File: config.mk
export PLATFORM = sky130hd
export DESIGN_NAME = mad_datapath
export DESIGN_NICKNAME = d
export VERILOG_FILES = /design/src/verilog/mad_stage_reg.v /design/src/verilog/mad_datapath.v
export VERILOG_INCLUDE_DIRS = /design/src /design/src/common
export SDC_FILE = /design/constraint.sdc
export NUM_CORES = 2
export LEC_CHECK = 0
export ABC_AREA = 0
export BUFFER_PORTS_ARGS = -buffer_cell sky130_fd_sc_hd__buf_4
export CAP_MARGIN = 40
export CORE_ASPECT_RATIO = 1.2
export CORE_MARGIN = 5
export CORE_UTILIZATION = 30
export CTS_CLUSTER_DIAMETER = 50
export DETAILED_ROUTE_END_ITERATION = 10
export REMOVE_ABC_BUFFERS = 1
export SKIP_LAST_GASP = 1
export SLEW_MARGIN = 20
export SYNTH_ARGS = -nofsm -noshare
export SYNTH_HDL_FRONTEND = slang
export SYNTH_SLANG_ARGS = --single-unit
File: constraint.sdc
create_clock -name SYS_CLK -period 15.43 [get_ports SYS_CLK]
set_clock_uncertainty 0.15 [all_clocks]
set_input_delay 0.7715 -clock SYS_CLK [delete_from_list [all_inputs] [get_ports SYS_CLK]]
set_output_delay 0.7715 -clock SYS_CLK [all_outputs]
set_load 0.02 [all_outputs]
File: src/common/mad_defs.vh
// Constants for the multiply-add datapath: sizes, selector codes, saturation limits
`ifndef MAD_DEFS_VH
`define MAD_DEFS_VH

// ---------------------------------------------------------------
// Sizes
// ---------------------------------------------------------------
`define MAD_N 4
`define MAD_WA 16
`define MAD_WB 16
`define MAD_WR 32
`define MAD_WP 34
`define MAD_WS 36

// ---------------------------------------------------------------
// Selector codes
// ---------------------------------------------------------------
`define MAD_CLK_LINES 4
`define MAD_CLR_LINES 3
`define MAD_CLR_NONE 2'h3
`define MAD_SRC_DATA 1'h0
`define MAD_SRC_SHIFT 1'h1

// ---------------------------------------------------------------
// Saturation limits of the result, sign-extended to the sum width
// ---------------------------------------------------------------
`define MAD_SAT_MAX 36'h07fffffff
`define MAD_SAT_MIN 36'hf80000000

// ---------------------------------------------------------------
// Reset values
// ---------------------------------------------------------------
`define MAD_REG_RESET 1'h0

`endif

File: src/verilog/mad_stage_reg.v
// Optional register stage with selectable clock line, enable and clear line
`timescale 1ns/10ps
`include "mad_defs.vh"

module mad_stage_reg
#(
   parameter W = 16,
   parameter [0:0] EN = 1'h1,
   parameter [1:0] CLK_SEL = 2'h0,
   parameter [1:0] CLR_SEL = `MAD_CLR_NONE
)
(
   input wire [3:0] clk_lines,
   input wire [3:0] ena_lines,
   input wire [2:0] aclr_lines,
   input wire rst,
   input wire [W-1:0] d,
   output wire [W-1:0] q
);

   // ---------------------------------------------------------------
   // Stage body
   // ---------------------------------------------------------------
   generate
      if (EN)
      begin : g_reg
         reg [W-1:0] data_q;
         wire stage_clk;
         wire stage_clr;
         wire [3:0] clr_ext;
         // Fourth code means no clear line at all
         assign clr_ext = {1'b0, aclr_lines};
         assign stage_clk = clk_lines[CLK_SEL];
         assign stage_clr = rst | clr_ext[CLR_SEL];
         // Clear acts at once; enable low holds the value
         always @(posedge stage_clk or posedge stage_clr)
         begin
            if (stage_clr)
               data_q <= {W{`MAD_REG_RESET}};
            else if (ena_lines[CLK_SEL])
               data_q <= d;
         end
         assign q = data_q;
      end
      else
      begin : g_wire
         // Disabled stage is a plain wire, no latency
         assign q = d;
      end
   endgenerate

endmodule // mad_stage_reg

File: src/verilog/mad_datapath.v
// Multiply-add datapath: operand selection, optional stages, signed sum, saturation
// Contract
// - A and B input registers of each multiplier are each optional at build time.
// - Every enabled stage is clocked by one build-chosen line of four clocks.
// - Every enabled stage clears from one build-chosen clear line, or none.
// - Each operand comes from the data bus or the cascade shift-in path.
// - Each product passes an optional output register before the summing stage.
// - Four-line clock bus; any register may use any line.
// - A clear line empties its registers immediately, without a clock edge.
// - Each enable line gates its clock line; registers hold when enable low.
// - A sign control high means A operands are two's complement, else unsigned.
// - B sign control high means B operands are two's complement, else unsigned.
// - Summed products appear on a result bus of the result width.
// - With saturation enabled, overflow rises whenever the result saturates.
// - Scan outputs are one A operand and one B operand wide.
`timescale 1ns/10ps
`include "mad_defs.vh"

module mad_datapath
#(
   parameter [3:0] IN_REG_A_EN = 4'hf,
   parameter [7:0] IN_CLK_A = 8'h00,
   parameter [7:0] IN_CLR_A = 8'h00,
   parameter [3:0] IN_REG_B_EN = 4'hf,
   parameter [7:0] IN_CLK_B = 8'h00,
   parameter [7:0] IN_CLR_B = 8'h00,
   parameter [3:0] SRC_A = 4'h0,
   parameter [3:0] SRC_B = 4'h0,
   parameter [3:0] OUT_REG_EN = 4'hf,
   parameter [7:0] OUT_CLK = 8'h00,
   parameter [7:0] OUT_CLR = 8'h00,
   parameter [0:0] SATURATE = 1'h0
)
(
   input wire SYS_CLK,
   input wire RST,
   input wire [2:0] CLK_AUX,
   input wire [3:0] CLK_ENA,
   input wire [2:0] ACLR,
   input wire [`MAD_N*`MAD_WA-1:0] DATAA,
   input wire [`MAD_N*`MAD_WB-1:0] DATAB,
   input wire [`MAD_WA-1:0] SCANINA,
   input wire [`MAD_WB-1:0] SCANINB,
   input wire SIGNA,
   input wire SIGNB,
   output wire [`MAD_WR-1:0] RESULT,
   output wire OVERFLOW,
   output wire [`MAD_WA-1:0] SCANOUTA,
   output wire [`MAD_WB-1:0] SCANOUTB
);

   // ---------------------------------------------------------------
   // Functions
   // ---------------------------------------------------------------

   // Extend a 16-bit operand by one bit, as signed or unsigned
   function [16:0] ext_op;
      input [15:0] v;
      input s;
      begin
         ext_op = {s & v[15], v};
      end
   endfunction

   // Sign-extend a product to the sum width
   function [`MAD_WS-1:0] ext_prod;
      input [`MAD_WP-1:0] p;
      begin
         ext_prod = {{(`MAD_WS-`MAD_WP){p[`MAD_WP-1]}}, p};
      end
   endfunction

   // ---------------------------------------------------------------
   // Clock lines
   // ---------------------------------------------------------------

   // Line zero is the system clock, lines one to three are auxiliary
   wire [3:0] clk_lines;
   assign clk_lines = {CLK_AUX, SYS_CLK};

   // ---------------------------------------------------------------
   // Operand chain and multipliers
   // ---------------------------------------------------------------
   wire [`MAD_N*`MAD_WA-1:0] a_used;
   wire [`MAD_N*`MAD_WB-1:0] b_used;
   wire [`MAD_N*`MAD_WP-1:0] prod_used;

   genvar i;
   generate
      for (i = 0; i < `MAD_N; i = i + 1)
      begin : g_mult
         wire [`MAD_WA-1:0] a_shift;
         wire [`MAD_WB-1:0] b_shift;
         wire [`MAD_WA-1:0] a_sel;
         wire [`MAD_WB-1:0] b_sel;
         wire signed [16:0] a_ext;
         wire signed [16:0] b_ext;
         wire signed [`MAD_WP-1:0] prod;

         // Shift-in comes from the previous multiplier, or the cascade port
         if (i == 0)
         begin : g_first
            assign a_shift = SCANINA;
            assign b_shift = SCANINB;
         end
         else
         begin : g_next
            assign a_shift = a_used[(i-1)*`MAD_WA +: `MAD_WA];
            assign b_shift = b_used[(i-1)*`MAD_WB +: `MAD_WB];
         end

         // Operand source selection
         assign a_sel = (SRC_A[i] == `MAD_SRC_SHIFT) ? a_shift
                        : DATAA[i*`MAD_WA +: `MAD_WA];
         assign b_sel = (SRC_B[i] == `MAD_SRC_SHIFT) ? b_shift
                        : DATAB[i*`MAD_WB +: `MAD_WB];

         // Optional A input register
         mad_stage_reg
         #(
            .W(`MAD_WA),
            .EN(IN_REG_A_EN[i]),
            .CLK_SEL(IN_CLK_A[2*i +: 2]),
            .CLR_SEL(IN_CLR_A[2*i +: 2])
         )
         u_reg_a
         (
            .clk_lines(clk_lines),
            .ena_lines(CLK_ENA),
            .aclr_lines(ACLR),
            .rst(RST),
            .d(a_sel),
            .q(a_used[i*`MAD_WA +: `MAD_WA])
         );

         // Optional B input register
         mad_stage_reg
         #(
            .W(`MAD_WB),
            .EN(IN_REG_B_EN[i]),
            .CLK_SEL(IN_CLK_B[2*i +: 2]),
            .CLR_SEL(IN_CLR_B[2*i +: 2])
         )
         u_reg_b
         (
            .clk_lines(clk_lines),
            .ena_lines(CLK_ENA),
            .aclr_lines(ACLR),
            .rst(RST),
            .d(b_sel),
            .q(b_used[i*`MAD_WB +: `MAD_WB])
         );

         // Signed product of extended operands
         assign a_ext = ext_op(a_used[i*`MAD_WA +: `MAD_WA], SIGNA);
         assign b_ext = ext_op(b_used[i*`MAD_WB +: `MAD_WB], SIGNB);
         assign prod = a_ext * b_ext;

         // Optional product register
         mad_stage_reg
         #(
            .W(`MAD_WP),
            .EN(OUT_REG_EN[i]),
            .CLK_SEL(OUT_CLK[2*i +: 2]),
            .CLR_SEL(OUT_CLR[2*i +: 2])
         )
         u_reg_p
         (
            .clk_lines(clk_lines),
            .ena_lines(CLK_ENA),
            .aclr_lines(ACLR),
            .rst(RST),
            .d(prod),
            .q(prod_used[i*`MAD_WP +: `MAD_WP])
         );
      end
   endgenerate

   // ---------------------------------------------------------------
   // Summing stage
   // ---------------------------------------------------------------
   reg [`MAD_WS-1:0] sum_d;
   integer k;

   // Add all products at the full sum width
   always @*
   begin
      sum_d = {`MAD_WS{1'b0}};
      for (k = 0; k < `MAD_N; k = k + 1)
         sum_d = sum_d + ext_prod(prod_used[k*`MAD_WP +: `MAD_WP]);
   end

   // ---------------------------------------------------------------
   // Saturation and result
   // ---------------------------------------------------------------
   wire sat_hi;
   wire sat_lo;
   wire [`MAD_WS-1:0] sat_max;
   wire [`MAD_WS-1:0] sat_min;
   reg [`MAD_WR-1:0] result_d;

   // Limits at the sum width, so the clamp can take the low bits
   assign sat_max = `MAD_SAT_MAX;
   assign sat_min = `MAD_SAT_MIN;

   // Compare the signed sum against the result range
   assign sat_hi = ($signed(sum_d) > $signed(sat_max));
   assign sat_lo = ($signed(sum_d) < $signed(sat_min));

   // Clamp when enabled, else keep the low bits
   always @*
   begin
      if (SATURATE && sat_hi)
         result_d = sat_max[`MAD_WR-1:0];
      else if (SATURATE && sat_lo)
         result_d = sat_min[`MAD_WR-1:0];
      else
         result_d = sum_d[`MAD_WR-1:0];
   end

   assign RESULT = result_d;
   assign OVERFLOW = SATURATE & (sat_hi | sat_lo);

   // ---------------------------------------------------------------
   // Cascade outputs
   // ---------------------------------------------------------------

   // Operands used by the first multiplier feed the next stage
   assign SCANOUTA = a_used[`MAD_WA-1:0];
   assign SCANOUTB = b_used[`MAD_WB-1:0];

endmodule // mad_datapath

==> results.md <==
- Hold Buf Count CTS: 0
- Netlist cell types: about 80
- Most frequent cells in the layout: 1280 x inv_1, 1190 x fa_1, 654 x nand2_1
- Final hold vios: 0
- Status: finished, final reports clean
- Synth area leaders: fa_1 44%, dfrtp_1 12%, inv_1 8.8%, ha_1 8.3%, and2_1 5.8%
- Layout fillers: roughly 19000
- GRT Total Usage: 0.152
- CP dominant cell by count: fa_1
- Max H-tree Level: 2
- Worst Path Arrival: 8.16 ns
- WL per Instance: about 17 µm
- Initial core utilization: 0.301
- CTS root buffer: clkbuf_16
- Drt first pass iters: 5
- Die area: roughly 0.19 mm²
- RSZ-0062 raised after global routing: no
- Required time of the critical path: around 16 ns
- Buf/Inv on CP: 5
- Core area: ~0.18 mm²
- Least-Margin Pin Slew: between 0.8 and 0.9 ns
- Rows: 171
- Initial antenna violation count: 2
- Fin area: between 0.05 and 0.06 mm²
- Placed instance area: about 0.058 mm²
- Postcts setup bufs: 0
- Post-DP HPWL: 114000 µm
- CP max FO: 27
- HP Class: in -> async
- WL met2: slightly above 70000 µm
- Sequential-to-total area share from yosys stat: 0.118
- Total I/O pin count: approximately 240
- Cell taking the most area after synthesis: fa_1
- Die Height: between 400 and 500 µm
- Sink Count: between 200 and 300
- Slew Viols, Final: 0
- Clk pin slew, worst setup/hold paths: ~0.060 ns
- Placer Congestion: around 0.84
- Tcrit/Tclk final: 0.505
- Worst r2r src: g_mult[2].u_reg_a.q[15]
- Synth Warn #: 0
- Fin crit period: roughly 7.8 ns
- Worst Reg2Reg Path Length in Cells: 22
- M1 WL: approximately 60000 µm
- Via Count: between 30000 and 40000
- Via/cell ratio: approximately 4.6
- Post-Synthesis Cells: ~5600
- Pre-CTS setup slack: just over 7 ns
- Detail Route met3 WL: between 5000 and 6000 µm
- Max Buffers Root-to-Sink: 3
- Largest incremental delay on the critical path: between 0.8 and 0.9 ns
- Clk_lat worst skew: about 0.65 ns
- Slowest library cell on the worst path: dfrtp_1
- CP Cell Sequence: and2_1 -> nand2_1 -> inv_1 -> fa_1 -> inv_1 -> fa_1 -> inv_1 -> fa_1 -> fa_1 -> fa_1 -> inv_1 -> fa_1 -> inv_1 -> ha_1 -> and3_1 -> a221o_1 -> or3b_1 -> a311oi_2 -> nor4_2 -> nor4_4 -> nor4_1 -> or3b_1
- CTS tree: yes
- Reg-to-reg slack, setup: about 7.6 ns
- Post-route worst setup slack: about 7.6 ns
- CP Class: reg -> reg
- Final WL: approximately 140000 µm
- Slew headroom: 0.406
- FFs w/ async S/R, synth: 1.00
- Clock buffer count from CTS: 47
- Drt drc: 0
- NumNets Final: between 7000 and 8000
- Main synth FF type: dfrtp_1
- Number of global-route vias before repair: between 40000 and 50000
- Post-synth top area share: 0.438
- Top sig layer: met4
- Max Cap Viol: 0
- Cell family with most CP delay: adder cells
- Die Wd: between 300 and 400 µm
- Drt initial violations: 1879
- Endpoint class of the critical path: register
- Commonest non-fill, non-tap cell in the layout: inv_1
- Max Clock Freq: 128 MHz
- EDFF count, synth: 0
- Share of layout cells above drive strength 1: 0.101
- Port Buffers: 197
- First-pass GRT wire length: 229000 µm
- FF-to-FF End: g_mult[2].u_reg_p.q[28]
- #FFs+latches synth: 256
- Post-Syn Area per Cell: 9.72 µm²
- Area of the mapped netlist: 0.0543 mm²
- Largest net degree at the start of global routing: roughly 140
- Total global routing overflow: 0
- Setup violations, final: 0
- Critical path startpoint category: register
- Gates resized, CTS repair: 0
- Layout area overhead: 10.3%
- Routed Antenna Nets: 0
==> state kept, by name, summed over array words and instances (netlist names) <==
name,flops
g_mult.u_reg_a.q,64
g_mult.u_reg_b.q,64
g_mult.u_reg_p.q,128
==> worst max path at each step <==
stage,start,end,slack [ns],cells past startpoint
4_1_cts,g_mult[2].u_reg_a.q[15],g_mult[2].u_reg_p.q[28],7.68,22
3_3_place_gp,SIGNA,g_mult[1].u_reg_p.q[31],7.46,25
6_report,g_mult[2].u_reg_a.q[15],g_mult[2].u_reg_p.q[28],7.64,22
3_5_place_dp,SIGNA,g_mult[1].u_reg_p.q[31],7.27,25
5_1_grt,g_mult[2].u_reg_a.q[15],g_mult[2].u_reg_p.q[28],7.21,22
2_1_floorplan,RST,g_mult[0].u_reg_a.q[0],-0.81,1
==> metrics by stage <==
step / hold WS, ns / TNS [ns] / cells / utilization
finish: 0.126 / 0 / 8083 / 0.332
global route: 0.148 / 0 / 8082 / 0.332
CTS: 0.109 / 0 / 8069 / 0.331
detailed placement: 0.357 / 0 / 7983 / 0.322
global placement: 0.353 / 0 / 7977 / 0.321
floorplan: 0.321 / -207.83 / 5334 / -
==> synthesized netlist by cell type (4+ instances only) <==
master     number
nor4_1          5
fa_1         1190
nor3b_1         4
clkbuf_1      218
a22oi_1         4
xnor2_1       131
o311ai_0        4
dfrtp_1       256
buf_1           7
buf_4          33
o22ai_1         7
nor3_1         30
xor2_1         33
and3_1         42
and2_1        502
nor2b_1        11
a211oi_1       14
nand2_1       654
o211ai_1       11
nand3_1        37
o21ai_1        11
a21o_1         60
o2111ai_1       4
o311ai_1        4
a21boi_0        5
ha_1          359
o21a_1         23
or2_2          22
a31o_2          4
nor2_1        125
o21ai_0        52
o31a_1          4
a21oi_1       108
o21bai_1       10
or3_1           8
inv_1        1281
a31oi_1         9
nand4_1        10
mux2_2        207
o31ai_1        14
nand3b_1        4
nand2b_1        9
a211o_1         7
==> routing by layer <==
metal  track usage  up-vias
met5             0        -
met4        0.0363        0
met3        0.0183      182
met2         0.269      739
met1         0.198    19700
li1              -    16800
==> cell type report <==
class / instances / area [µm²] / area share
tap: 2422 / 3030 / 0.0506
antenna: 2 / 5.00 / 0.0000835
clock buffer: 54 / 1280 / 0.0214
timing repair buffer: 239 / 2000 / 0.0334
sequential: 256 / 6410 / 0.107
multi-input combinational: 3797 / 42000 / 0.701
clock inverter: 32 / 365 / 0.00610
inverter: 1281 / 4810 / 0.0802
==> cells by family (layout without fill, tap and decap cells) <==
group	count (synthesis)	in the layout	synth area share
xor+xnor	164	164	0.0264
simple gates	1478	1478	0.134
compound gates	394	394	0.0485
other cells	1	3	0.0000690
fa+ha+maj	1549	1549	0.521
flops	256	256	0.118
mux	211	211	0.0437
buf+inv	1540	1606	0.109
Power is not shown: default switching activity piles up to over one toggle a cycle in this logic, so the estimate is an artifact.
